`config.mk`:
```
export PLATFORM = sky130hd
export DESIGN_NAME = hrx_rx_link_unit
export DESIGN_NICKNAME = d
export VERILOG_FILES = /design/src/include/hrx_pkg.sv /design/src/include/hrx_link_if.sv /design/src/hw/hrx_deframer.sv /design/src/hw/hrx_rx_link_unit.sv
export VERILOG_INCLUDE_DIRS = /design/src /design/src/include
export SDC_FILE = /design/constraint.sdc
export NUM_CORES = 2
export LEC_CHECK = 0
export BUFFER_PORTS_ARGS = -buffer_cell sky130_fd_sc_hd__buf_2
export CAP_MARGIN = 20
export CORE_MARGIN = 2
export CORE_UTILIZATION = 60
export CTS_CLUSTER_DIAMETER = 200
export DETAILED_ROUTE_END_ITERATION = 16
export PLACE_DENSITY = 0.8
export SETUP_SLACK_MARGIN = 0.1
export SLEW_MARGIN = 20
export SYNTH_ARGS = -nofsm -noshare
export SYNTH_HDL_FRONTEND = slang
export SYNTH_SLANG_ARGS = --single-unit
```
`constraint.sdc`:
```
create_clock -name clk -period 15.2 [get_ports clk]
set_clock_uncertainty 0.05 [all_clocks]
set_input_delay 3.04 -clock clk [delete_from_list [all_inputs] [get_ports clk]]
set_output_delay 3.04 -clock clk [all_outputs]
set_load 0.01 [all_outputs]
```
`src/include/hrx_defines.svh`:
```
`ifndef HRX_DEFINES_SVH
`define HRX_DEFINES_SVH
// register byte offsets
`define HRX_OFS_CTRL   4'h0
`define HRX_OFS_THR    4'h4
`define HRX_OFS_STAT   4'h8
`define HRX_OFS_MSG    4'hC
// control register bits
`define HRX_CTRL_EN    0
`define HRX_CTRL_NFIE  1
`define HRX_CTRL_MSGIE 2
`define HRX_CTRL_OVRIE 3
// status register bits
`define HRX_ST_NF      0
`define HRX_ST_MSG     1
`define HRX_ST_OVR     2
`define HRX_ST_BLK     3
`define HRX_ST_GOOD    4
`define HRX_ST_NEXT    5
`define HRX_ST_IRQM    6
// threshold reset value and lower limit
`define HRX_THR_RST    7'h20
`define HRX_THR_MIN    7'h02
// runs of raw ones
`define HRX_ONES_STUFF 3'h5
`define HRX_ONES_FLAG  3'h6
`define HRX_ONES_SAT   3'h7
// unstuffed bit counts
`define HRX_FLAG_BITS  4'h7
`define HRX_EMIT_AT    4'hE
// block length limit before forced close
`define HRX_LEN_LAST   7'h7E
// errored status byte: error code in bits 6:5
`define HRX_ERR_ALIGN  2'h1
`define HRX_ERR_ABORT  2'h2
`define HRX_ERR_OVR    2'h3
`endif

```
`src/include/hrx_pkg.sv`:
```
package hrx_pkg;
  // deframer states, gray along hunt -> flagged -> data
  typedef enum logic [1:0] {
    HRX_HUNT  = 2'h0,
    HRX_FLAGD = 2'h1,
    HRX_DATA  = 2'h3
  } hrx_dfr_e;
  typedef logic [7:0] hrx_octet_t;
endpackage : hrx_pkg

```
`src/include/hrx_link_if.sv`:
```
`timescale 1ns/100ps
interface hrx_link_if;
  import hrx_pkg::*;
  logic       octet_vld;  // one-cycle pulse, octet holds a data byte
  hrx_octet_t octet;      // unstuffed data byte
  logic       sof;        // flag-to-data transition seen
  logic       eom;        // closing flag after data
  logic       align_err;  // with eom: bit count not whole octets
  logic       abrt;       // abort inside a message
  modport dfr  (output octet_vld, octet, sof, eom, align_err, abrt);
  modport fifo (input  octet_vld, octet, sof, eom, align_err, abrt);
endinterface : hrx_link_if

```
`src/hw/hrx_deframer.sv`:
```
`timescale 1ns/100ps
`include "hrx_defines.svh"
module hrx_deframer (
  input  wire logic clk,
  input  wire logic reset_n,
  input  wire logic enable,
  input  wire logic bit_en,
  input  wire logic bit_in,
  hrx_link_if.dfr   lk
);
  import hrx_pkg::*;
  hrx_dfr_e    st_r, st_nxt;   // framing state
  logic [2:0]  ones_r;         // run of raw ones, saturating
  logic [15:0] sr_r;           // unstuffed bits, newest at top
  logic [3:0]  cnt_r;          // unstuffed bits held since flag

  // a zero after five ones is stuffing, after six it closes a flag
  wire is_stuff = bit_en & ~bit_in & (ones_r == `HRX_ONES_STUFF); // RULE21
  wire is_flag  = bit_en & ~bit_in & (ones_r == `HRX_ONES_FLAG);  // RULE21
  wire is_abort = bit_en & bit_in & (ones_r == `HRX_ONES_FLAG);
  wire push     = bit_en & ~is_stuff & ~is_flag & ~is_abort & (st_r != HRX_HUNT);
  // the last seven pushed bits may still turn into a flag, so a byte
  // leaves only once fifteen bits are held
  wire emit     = push & (cnt_r == `HRX_EMIT_AT) & (st_r == HRX_DATA);
  wire go_data  = push & (cnt_r == `HRX_FLAG_BITS) & (st_r == HRX_FLAGD); // RULE21
  wire [15:0] sr_nxt = {bit_in, sr_r[15:1]};

  // next framing state
  always_comb begin
    st_nxt = st_r;
    case (st_r)
      HRX_HUNT:  if (is_flag) st_nxt = HRX_FLAGD;
      HRX_FLAGD: if (is_abort) st_nxt = HRX_HUNT;
                 else if (go_data) st_nxt = HRX_DATA;
      HRX_DATA:  if (is_abort) st_nxt = HRX_HUNT; // RULE2
                 else if (is_flag) st_nxt = HRX_FLAGD;
      default:   st_nxt = HRX_HUNT;
    endcase
  end

  // bit-rate state; disable drops back to hunting
  always_ff @(posedge clk) begin
    if (!reset_n || !enable) begin
      st_r   <= HRX_HUNT;
      ones_r <= 3'h0;
      cnt_r  <= 4'h0;
      sr_r   <= 16'h0000;
    end else if (bit_en) begin
      st_r   <= st_nxt;
      ones_r <= !bit_in ? 3'h0 : (ones_r == `HRX_ONES_SAT) ? ones_r : ones_r + 3'h1;
      if (push) sr_r <= sr_nxt;
      if (is_flag || is_abort) cnt_r <= 4'h0;
      else if (emit) cnt_r <= `HRX_FLAG_BITS;
      else if (push && cnt_r != `HRX_EMIT_AT) cnt_r <= cnt_r + 4'h1;
    end
  end

  // event outputs, one-cycle pulses from flops
  always_ff @(posedge clk) begin
    if (!reset_n || !enable) begin
      lk.octet_vld <= 1'b0;
      lk.octet     <= 8'h00;
      lk.sof       <= 1'b0;
      lk.eom       <= 1'b0;
      lk.align_err <= 1'b0;
      lk.abrt      <= 1'b0;
    end else begin
      lk.octet_vld <= emit;
      if (emit) lk.octet <= sr_nxt[8:1];
      lk.sof       <= go_data;
      lk.eom       <= is_flag & (st_r == HRX_DATA);
      lk.align_err <= is_flag & (st_r == HRX_DATA) & (cnt_r != `HRX_FLAG_BITS);
      lk.abrt      <= is_abort & (st_r == HRX_DATA); // RULE1
    end
  end
endmodule : hrx_deframer

```
`src/hw/hrx_rx_link_unit.sv`:
```
`timescale 1ns/100ps
`include "hrx_defines.svh"
// Summary of operation
// RULE1: abort ends message as errored, data dropped
// RULE2: after abort wait for flag then data
// RULE3: threshold reached closes partial block, sets near-full
// RULE4: next octet decides block after threshold byte
// RULE5: threshold on status slot gives empty partial
// RULE6: data into full FIFO: overrun, errored block
// RULE7: postponed status byte after read, always errored
// RULE8: overrun discards data until flag-to-data transition
// RULE9: message byte read pops next byte
// RULE10: open block never visible to the host
// RULE11: block-present flag; empty read leaves pointer
// RULE12: status byte first, then alternating with data
// RULE13: flag tells whether next byte is status
// RULE14: host reads status before each status byte
// RULE15: functional interrupt enables select interrupt mode
// RULE16: host walks channel and source bits
// RULE17: host drains whole blocks while present
// RULE18: polling uses same routine on a timer
// RULE19: good status: top bit, count up to 127
// RULE20: near-full and overrun clear on last byte
// RULE21: flag to data starts message, zeros unstuffed
// RULE22: threshold programmable from 2 to 127
// RULE23: error code and depth fixed by parameter
module hrx_rx_link_unit #(
  parameter int AW = 7                  // fifo depth is 2**AW bytes
) (
  input  wire logic        clk,
  input  wire logic        reset_n,
  input  wire logic        dl_bit_en,     // one-cycle enable per link bit
  input  wire logic        dl_bit,        // link bit, first bit first
  input  wire logic [3:0]  avs_address,
  input  wire logic        avs_read,
  input  wire logic        avs_write,
  input  wire logic [31:0] avs_writedata,
  output logic      [31:0] avs_readdata,
  output logic             avs_waitrequest
);
  import hrx_pkg::*;
  localparam int DEPTH = 2**AW;            // RULE23

  // address match, shared by read and write decode
  function automatic logic hit(input logic [3:0] a, input logic [3:0] ofs);
    hit = (a == ofs);
  endfunction : hit

  // control state written by software
  logic        en_r;          // unit enable
  logic        en_d_r;        // enable delayed, for the start pulse
  logic        nfie_r;        // near_full_irq_enable
  logic        msgie_r;       // msg_irq_enable
  logic        ovrie_r;       // overrun_irq_enable
  logic [6:0]  thr_r;         // near-full threshold
  // fifo pointers, one extra bit tells full from empty
  logic [AW:0] wptr_r;        // next free byte
  logic [AW:0] rptr_r;        // next byte to read
  logic [AW:0] cptr_r;        // end of completed blocks
  logic [AW:0] bst_r;         // reserved status slot of open block
  logic [6:0]  bcnt_r;        // data bytes in open block
  logic        open_r;        // a block is open
  logic        pend_b_r;      // errored status waits for a slot
  logic        disc_r;        // not collecting message data
  // indications
  logic        nf_r;          // near_full_flag
  logic        msg_r;         // msg_received_flag
  logic        ovr_r;         // overrun_flag
  // bus handshake
  logic        rd_ack_r;      // read answered this cycle
  logic [31:0] rdata_r;       // captured read data
  logic [31:0] rd_mux;        // read answer before capture
  // storage: byte plus its kind and goodness
  logic [7:0]  mem_r  [DEPTH];
  logic        stat_r [DEPTH];
  logic        good_r [DEPTH];

  hrx_link_if lk ();

  // bit-level framing runs only while enabled
  hrx_deframer u_dfr (
    .clk     (clk),
    .reset_n (reset_n),
    .enable  (en_r),
    .bit_en  (dl_bit_en),
    .bit_in  (dl_bit),
    .lk      (lk.dfr)
  );

  // fill level and read side views
  wire [AW:0]   occ    = wptr_r - rptr_r;
  wire [AW:0]   occ1   = occ + 1'b1;
  wire [AW:0]   thr_x  = (AW+1)'(thr_r);
  wire          full   = occ[AW];
  wire [AW-1:0] ra     = rptr_r[AW-1:0];
  // only bytes below the commit point are readable
  wire          blk    = (rptr_r != cptr_r);                    // RULE10 RULE11
  wire          next_st = blk & stat_r[ra];                     // RULE13
  wire          good_nx = next_st & good_r[ra];
  wire          irq_mode = nfie_r | msgie_r;                    // RULE15
  wire          start  = en_r & ~en_d_r;

  // bus decode; reads take one wait cycle, writes none
  wire rd_cap  = avs_read & ~rd_ack_r;
  wire wr_acc  = avs_write;
  wire pop     = rd_cap & hit(avs_address, `HRX_OFS_MSG) & blk; // RULE9 RULE11
  wire last_rd = pop & (rptr_r + 1'b1 == cptr_r);
  wire st_cap  = rd_cap & hit(avs_address, `HRX_OFS_STAT);

  // message events, ignored while discarding
  wire take    = lk.octet_vld & ~disc_r;
  wire ovr_ev  = take & (~open_r | full) & ~ovr_r;              // RULE6
  wire wr_d    = take & open_r & ~full;
  wire nf_d    = wr_d & (occ1 >= thr_x) & ~nf_r;                // RULE3
  wire len_cap = wr_d & (bcnt_r == `HRX_LEN_LAST);
  wire eom_ok  = lk.eom & ~disc_r & open_r & ~lk.align_err;
  wire eom_bad = lk.eom & ~disc_r & open_r & lk.align_err;
  wire abt     = lk.abrt & ~disc_r & open_r;                    // RULE1
  // a new status slot is taken as soon as there is room
  wire res     = en_r & ~start & ~open_r & ~full;               // RULE12 RULE7
  wire res_b   = res & pend_b_r;                                // RULE7
  wire nf_s    = res & ~pend_b_r & (occ1 >= thr_x) & ~nf_r;     // RULE5

  // block close: which status byte, where, and whether data is dropped
  logic       close;
  logic       drop;
  logic       cgood;
  logic [7:0] cst;
  logic [AW:0] sa;
  always_comb begin
    close = 1'b1;
    drop  = 1'b0;
    cgood = 1'b0;
    cst   = 8'h00;
    sa    = bst_r;
    if (ovr_ev && open_r) begin                                 // RULE6
      drop = 1'b1;
      cst  = {1'b0, `HRX_ERR_OVR, 5'h00};
    end else if (eom_bad) begin
      drop = 1'b1;
      cst  = {1'b0, `HRX_ERR_ALIGN, 5'h00};
    end else if (abt) begin                                     // RULE1
      drop = 1'b1;
      cst  = {1'b0, `HRX_ERR_ABORT, 5'h00};
    end else if (eom_ok) begin                                  // RULE19 RULE4
      cgood = 1'b1;
      cst   = {1'b1, bcnt_r};
    end else if (nf_d || len_cap) begin                         // RULE3
      cst = {1'b0, bcnt_r + 7'h01};
    end else if (res_b) begin                                   // RULE7
      sa  = wptr_r;
      cst = {1'b0, `HRX_ERR_OVR, 5'h00};
    end else if (nf_s) begin                                    // RULE5
      sa  = wptr_r;
    end else begin
      close = 1'b0;
    end
  end

  // write pointer: reserve, append, or rewind over dropped data
  logic [AW:0] wptr_nxt;
  always_comb begin
    wptr_nxt = wptr_r;
    if (start) wptr_nxt = '0;
    else if (drop) wptr_nxt = bst_r + 1'b1;                     // RULE1
    else if (wr_d || res) wptr_nxt = wptr_r + 1'b1;
  end

  // software registers and the read answer
  always_ff @(posedge clk) begin
    if (!reset_n) begin
      en_r     <= 1'b0;
      nfie_r   <= 1'b0;
      msgie_r  <= 1'b0;
      ovrie_r  <= 1'b0;
      thr_r    <= `HRX_THR_RST;
      rd_ack_r <= 1'b0;
      rdata_r  <= 32'h0000_0000;
    end else begin
      rd_ack_r <= rd_cap;
      if (wr_acc && hit(avs_address, `HRX_OFS_CTRL)) begin
        en_r    <= avs_writedata[`HRX_CTRL_EN];
        nfie_r  <= avs_writedata[`HRX_CTRL_NFIE];
        msgie_r <= avs_writedata[`HRX_CTRL_MSGIE];
        ovrie_r <= avs_writedata[`HRX_CTRL_OVRIE];
      end
      // values below the lower limit are raised to it
      if (wr_acc && hit(avs_address, `HRX_OFS_THR))
        thr_r <= (avs_writedata[6:0] < `HRX_THR_MIN) ? `HRX_THR_MIN : avs_writedata[6:0]; // RULE22
      if (rd_cap) rdata_r <= rd_mux;
    end
  end

  // read multiplexer; unmapped offsets and empty fifo read as zero
  always_comb begin
    rd_mux = 32'h0000_0000;
    if (hit(avs_address, `HRX_OFS_CTRL)) begin
      rd_mux[`HRX_CTRL_EN]    = en_r;
      rd_mux[`HRX_CTRL_NFIE]  = nfie_r;
      rd_mux[`HRX_CTRL_MSGIE] = msgie_r;
      rd_mux[`HRX_CTRL_OVRIE] = ovrie_r;
    end else if (hit(avs_address, `HRX_OFS_THR)) begin
      rd_mux[6:0] = thr_r;
    end else if (hit(avs_address, `HRX_OFS_STAT)) begin
      rd_mux[`HRX_ST_NF]   = nf_r;
      rd_mux[`HRX_ST_MSG]  = msg_r;
      rd_mux[`HRX_ST_OVR]  = ovr_r;
      rd_mux[`HRX_ST_BLK]  = blk;                               // RULE11
      rd_mux[`HRX_ST_GOOD] = good_nx;
      rd_mux[`HRX_ST_NEXT] = next_st;                           // RULE13
      rd_mux[`HRX_ST_IRQM] = irq_mode;
    end else if (hit(avs_address, `HRX_OFS_MSG) && blk) begin
      rd_mux[7:0] = mem_r[ra];
    end
  end

  assign avs_waitrequest = avs_read & ~rd_ack_r;
  assign avs_readdata    = rdata_r;

  // block assembly; a fresh enable empties the fifo and clears flags
  always_ff @(posedge clk) begin
    if (!reset_n || start) begin
      en_d_r   <= reset_n & en_r;
      wptr_r   <= '0;
      rptr_r   <= '0;
      cptr_r   <= '0;
      bst_r    <= '0;
      bcnt_r   <= 7'h00;
      open_r   <= 1'b0;
      pend_b_r <= 1'b0;
      disc_r   <= 1'b1;
      nf_r     <= 1'b0;
      msg_r    <= 1'b0;
      ovr_r    <= 1'b0;
    end else begin
      en_d_r <= en_r;
      wptr_r <= wptr_nxt;
      if (pop) rptr_r <= rptr_r + 1'b1;                         // RULE9
      if (close) cptr_r <= wptr_nxt;                            // RULE10
      if (res) bst_r <= wptr_r;
      if (res) bcnt_r <= 7'h00;
      else if (wr_d) bcnt_r <= bcnt_r + 7'h01;
      open_r <= close ? 1'b0 : (res | open_r);
      if (res) pend_b_r <= 1'b0;
      else if (ovr_ev && !open_r) pend_b_r <= 1'b1;             // RULE7
      // resume only on a flag-to-data transition with overrun clear
      if (ovr_ev) disc_r <= 1'b1;                               // RULE8
      else if (lk.sof && !ovr_r) disc_r <= 1'b0;                // RULE8 RULE2
      // set wins over clear for every flag
      nf_r  <= (nf_d | nf_s) | (nf_r & ~last_rd);               // RULE20
      ovr_r <= ovr_ev | (ovr_r & ~last_rd);                     // RULE20
      msg_r <= (lk.eom | lk.abrt) | (msg_r & ~st_cap);          // RULE1
    end
  end

  // storage writes carry no reset, contents are guarded by pointers
  always_ff @(posedge clk) begin
    if (wr_d) begin
      mem_r[wptr_r[AW-1:0]]  <= lk.octet;
      stat_r[wptr_r[AW-1:0]] <= 1'b0;
    end
    if (close) begin
      mem_r[sa[AW-1:0]]  <= cst;
      stat_r[sa[AW-1:0]] <= 1'b1;                               // RULE12
      good_r[sa[AW-1:0]] <= cgood;
    end
  end
endmodule : hrx_rx_link_unit

```
==> results.py <==
metrics = {
    "outcome": {
        "status": "finished, final reports clean",
    },
    "route": {
        "vias": 43433,
        "drc": 0,
        "wire_per_inst_um": 31.16,
        "drt_iter0_drc": 5813,
        "postRouteAntennaNets": 0,
        "totalWireLength_mm": 195.2,
        "vias_per_cell": 6.932,
        "dr.pass1.iters": 6,
    },
    "global_routing": {
        "grt_pass1_wl_mm": 286.9,
        "antenna_found_initial": 7,
        "grt_max_degree": 257,
        "grt_overflow": 0,
        "grt_pass1_vias": 43009,
        "gr-usage-all-layers_pct": 32.34,
    },
    "cts": {
        "holdBufCountCts": 0,
        "cts-root-buf": "clkbuf_16",
        "cts.sinks": 1389,
        "clk_pin_slew_ns": 0.06,
        "htree_num_levels": 4,
        "cts_buffer_depth": 3,
        "cts_tree": "built",
        "cts_buffers": 142,
        "cts_resized": 0,
        "post-cts-setup-buffers": 0,
        "insertion_delay_ns": 0.77,
    },
    "sta": {
        "hold_viol_final": 0,
        "period_share_pct": 47.51,
        "rsz0062_at_grt": "false",
        "fmax_mhz": 138.5,
        "setup-tns-final_ns": 0,
        "setup_viol": 0,
        "slew_violations": 0,
        "maxSlewHeadroom_pct": 22.87,
        "period_needed_ns": 7.222,
        "worst_slew_pin_slew_ns": 1.154,
    },
    "floorplanning": {
        "die_w_um": 347.3,
        "coreArea_mm2": 0.1165,
        "rows": 125,
        "fp.dieArea_mm2": 0.1206,
        "die_h_um": 347.3,
        "io_pins": 75,
        "start_util_pct": 60.68,
    },
    "synthesis": {
        "yosysMostFrequentCell": "edfxtp_1",
        "synth-edff-count": 1152,
        "synthArstFlopShare_pct": 0,
        "netlist.top_cell.by_area": "edfxtp_1",
        "synth_top_area_share_pct": 48.93,
        "synth-seq-cells": 1389,
        "avgSynthCellArea_um2": 14.66,
        "syn-cell-area_mm2": 0.07070,
        "yosys_warnings": 0,
        "ys.flop_type": "edfxtp_1",
        "synth_common_cells": "1,152 x edfxtp_1, 999 x mux2_2, 400 x mux4_2",
        "yosys-top-cells-area": "edfxtp_1 49%, mux2_2 16%, mux4_2 13%, dfxtp_1 6.7%, nand2_1 2.1%",
        "synth_cell_types": 92,
        "yosysSeqAreaShare_pct": 55.64,
        "postSynthCellCount": 4821,
    },
    "setup_path": {
        "crit_path_start_kind": "register",
        "cp_max_fo": 30,
        "cp.required_ns": 15.52,
        "crit_start": "wptr_r[0]",
        "crit_path_end_kind": "register",
        "path_class": "reg2reg",
        "r2r-start": "wptr_r[0]",
        "cp.arrival_ns": 7.54,
    },
    "hold_path": {
        "min_path_type": "reg2reg",
        "min-delay-start": "stat_r[18]",
    },
    "power_and_ir_drop": {
        "ir_worst_vdd_v": 0.0001164,
        "power_frac_comb_pct": 0.3,
        "swShare_pct": 19.94,
        "power_frac_clock_pct": 46.0,
        "leakage_nw": 24.93,
        "power_w": 0.007554,
        "seq_power_share_pct": 53.8,
        "cellPowerDensity_mw_per_mm2": 98.89,
        "p_int_w": 0.006048,
        "net-switching-power_w": 0.001506,
    },
    "place": {
        "finalWeightedCongestion": 0.9575,
        "dp_hpwl_mm": 117.0,
        "portBuffers": 25,
        "place_inst": 5986,
    },
    "run": {
        "cap_violations": 0,
    },
    "final_layout": {
        "antenna_cells": 0,
        "utilization_pct": 65.56,
        "fin_nets": 4692,
        "layoutNonFillerInstCount": 6266,
        "drive_gt1_share_pct": 39.65,
        "syn_to_final_growth_pct": 8.049,
    },
}
registers in the layout, summed over array words and instances, names as in the netlist, 2 cells and up, named ones only:
signal	cells
mem_r	1024
good_r	128
stat_r	128
u_dfr.sr_r	14
avs_readdata	8
bst_r	8
cptr_r	8
rptr_r	8
u_dfr.lk.octet	8
wptr_r	8
bcnt_r	7
thr_r	7
u_dfr.cnt_r	4
u_dfr.ones_r	3
u_dfr.st_r	2
cell usage in the layout (no fill, tap or decap), drive strengths merged, types with 35 or more instances in the layout:
master,n
edfxtp,1152
mux2,1032
mux4,400
nand2,387
dfxtp,237
clkbuf,214
o21ai,198
buf,184
inv,124
nor2,106
a21oi,75
nand3,53
a21o,46
mux2i,39
clkinv,38
o211ai,37
nand2b,36
nor3,35
logic make-up (layout without fill, tap and decap cells):
family,Yosys count,in the layout,share of synthesized area [%]
AO/OA/AOI/OAI,474,474,4.517
multiplexers,1471,1471,29.74
adder cells (fa/ha/maj),27,27,0.4885
AND/OR/NAND/NOR,737,737,4.816
flip-flops,1389,1389,55.64
XOR/XNOR,49,49,0.6283
buffers and inverters,673,571,4.166
other,1,24,0.005304
routing by layer:
layer	wire, um	track usage [%]	part of all wire [%]	up-vias
met3	23030	7.731	12	518
met5	69	0.4002	0.035	-
li1	-	-	-	18013
met2	90640	49.78	46	2669
met1	71440	43.70	37	22229
met4	10070	15.19	5.2	4
worst paths after layout:
kind              depth (start not counted)  slack (ns)      endpoint
hold reg to reg                           2        0.40    stat_r[18]
setup / recovery                         19        7.98  mem_r[10][1]
setup reg to reg                         19        7.98  mem_r[10][1]
hold / removal                            2        0.40    stat_r[18]
critical path, stage by stage, from the launching register on:
cell and delay, ns:
dfxtp_1 0.48, inv_1 0.25, ha_1 0.21, inv_1 0.06
fa_1 0.40, a211oi_1 0.31, nor2_1 0.10, xor2_1 0.31
nand3_2 0.23, xor2_1 0.21, ha_1 0.31, a211oi_1 0.23
o21ai_0 0.12, a31oi_1 0.52, o32ai_1 0.31, o21ai_2 0.66
a211oi_4 0.13, buf_4 0.36, o211ai_1 0.96, nand2_1 0.55
stage by stage:
| stage | area (um2) | hold WS, ns | worst slack, ns |
|---|---|---|---|
| after CTS | 76230 | 0.3935 | 7.967 |
| final | 76390 | 0.3958 | 7.978 |
| after global placement | 71660 | 0.3791 | 8.109 |
| after floorplan | 70780 | 0.3679 | 8.593 |
| after detailed placement | 71670 | 0.3830 | 8.015 |
| after global routing | 76390 | 0.4105 | 7.551 |
power groups by stage:
stage,clock network (W),registers [W],logic [W]
finish,0.00347,0.00406,0.0000206
global route,0.00363,0.00406,0.0000226
CTS,0.00348,0.00406,0.0000202
detailed placement,0,0.00414,0.0000201
global placement,0,0.00414,0.0000199
floorplan,0,0.00414,0.0000178
layout make-up:
cell class / instances / area [um2]
fillers: 8049 / 40130
clock inverters: 54 / 446.7
inverters: 119 / 446.7
flip-flops and latches: 1389 / 39380
clock buffers: 209 / 4116
multi-input cells: 2782 / 28670
well taps: 1524 / 1907
repair buffers: 189 / 1419
No activity file was read; power rests on OpenSTA's default activity.
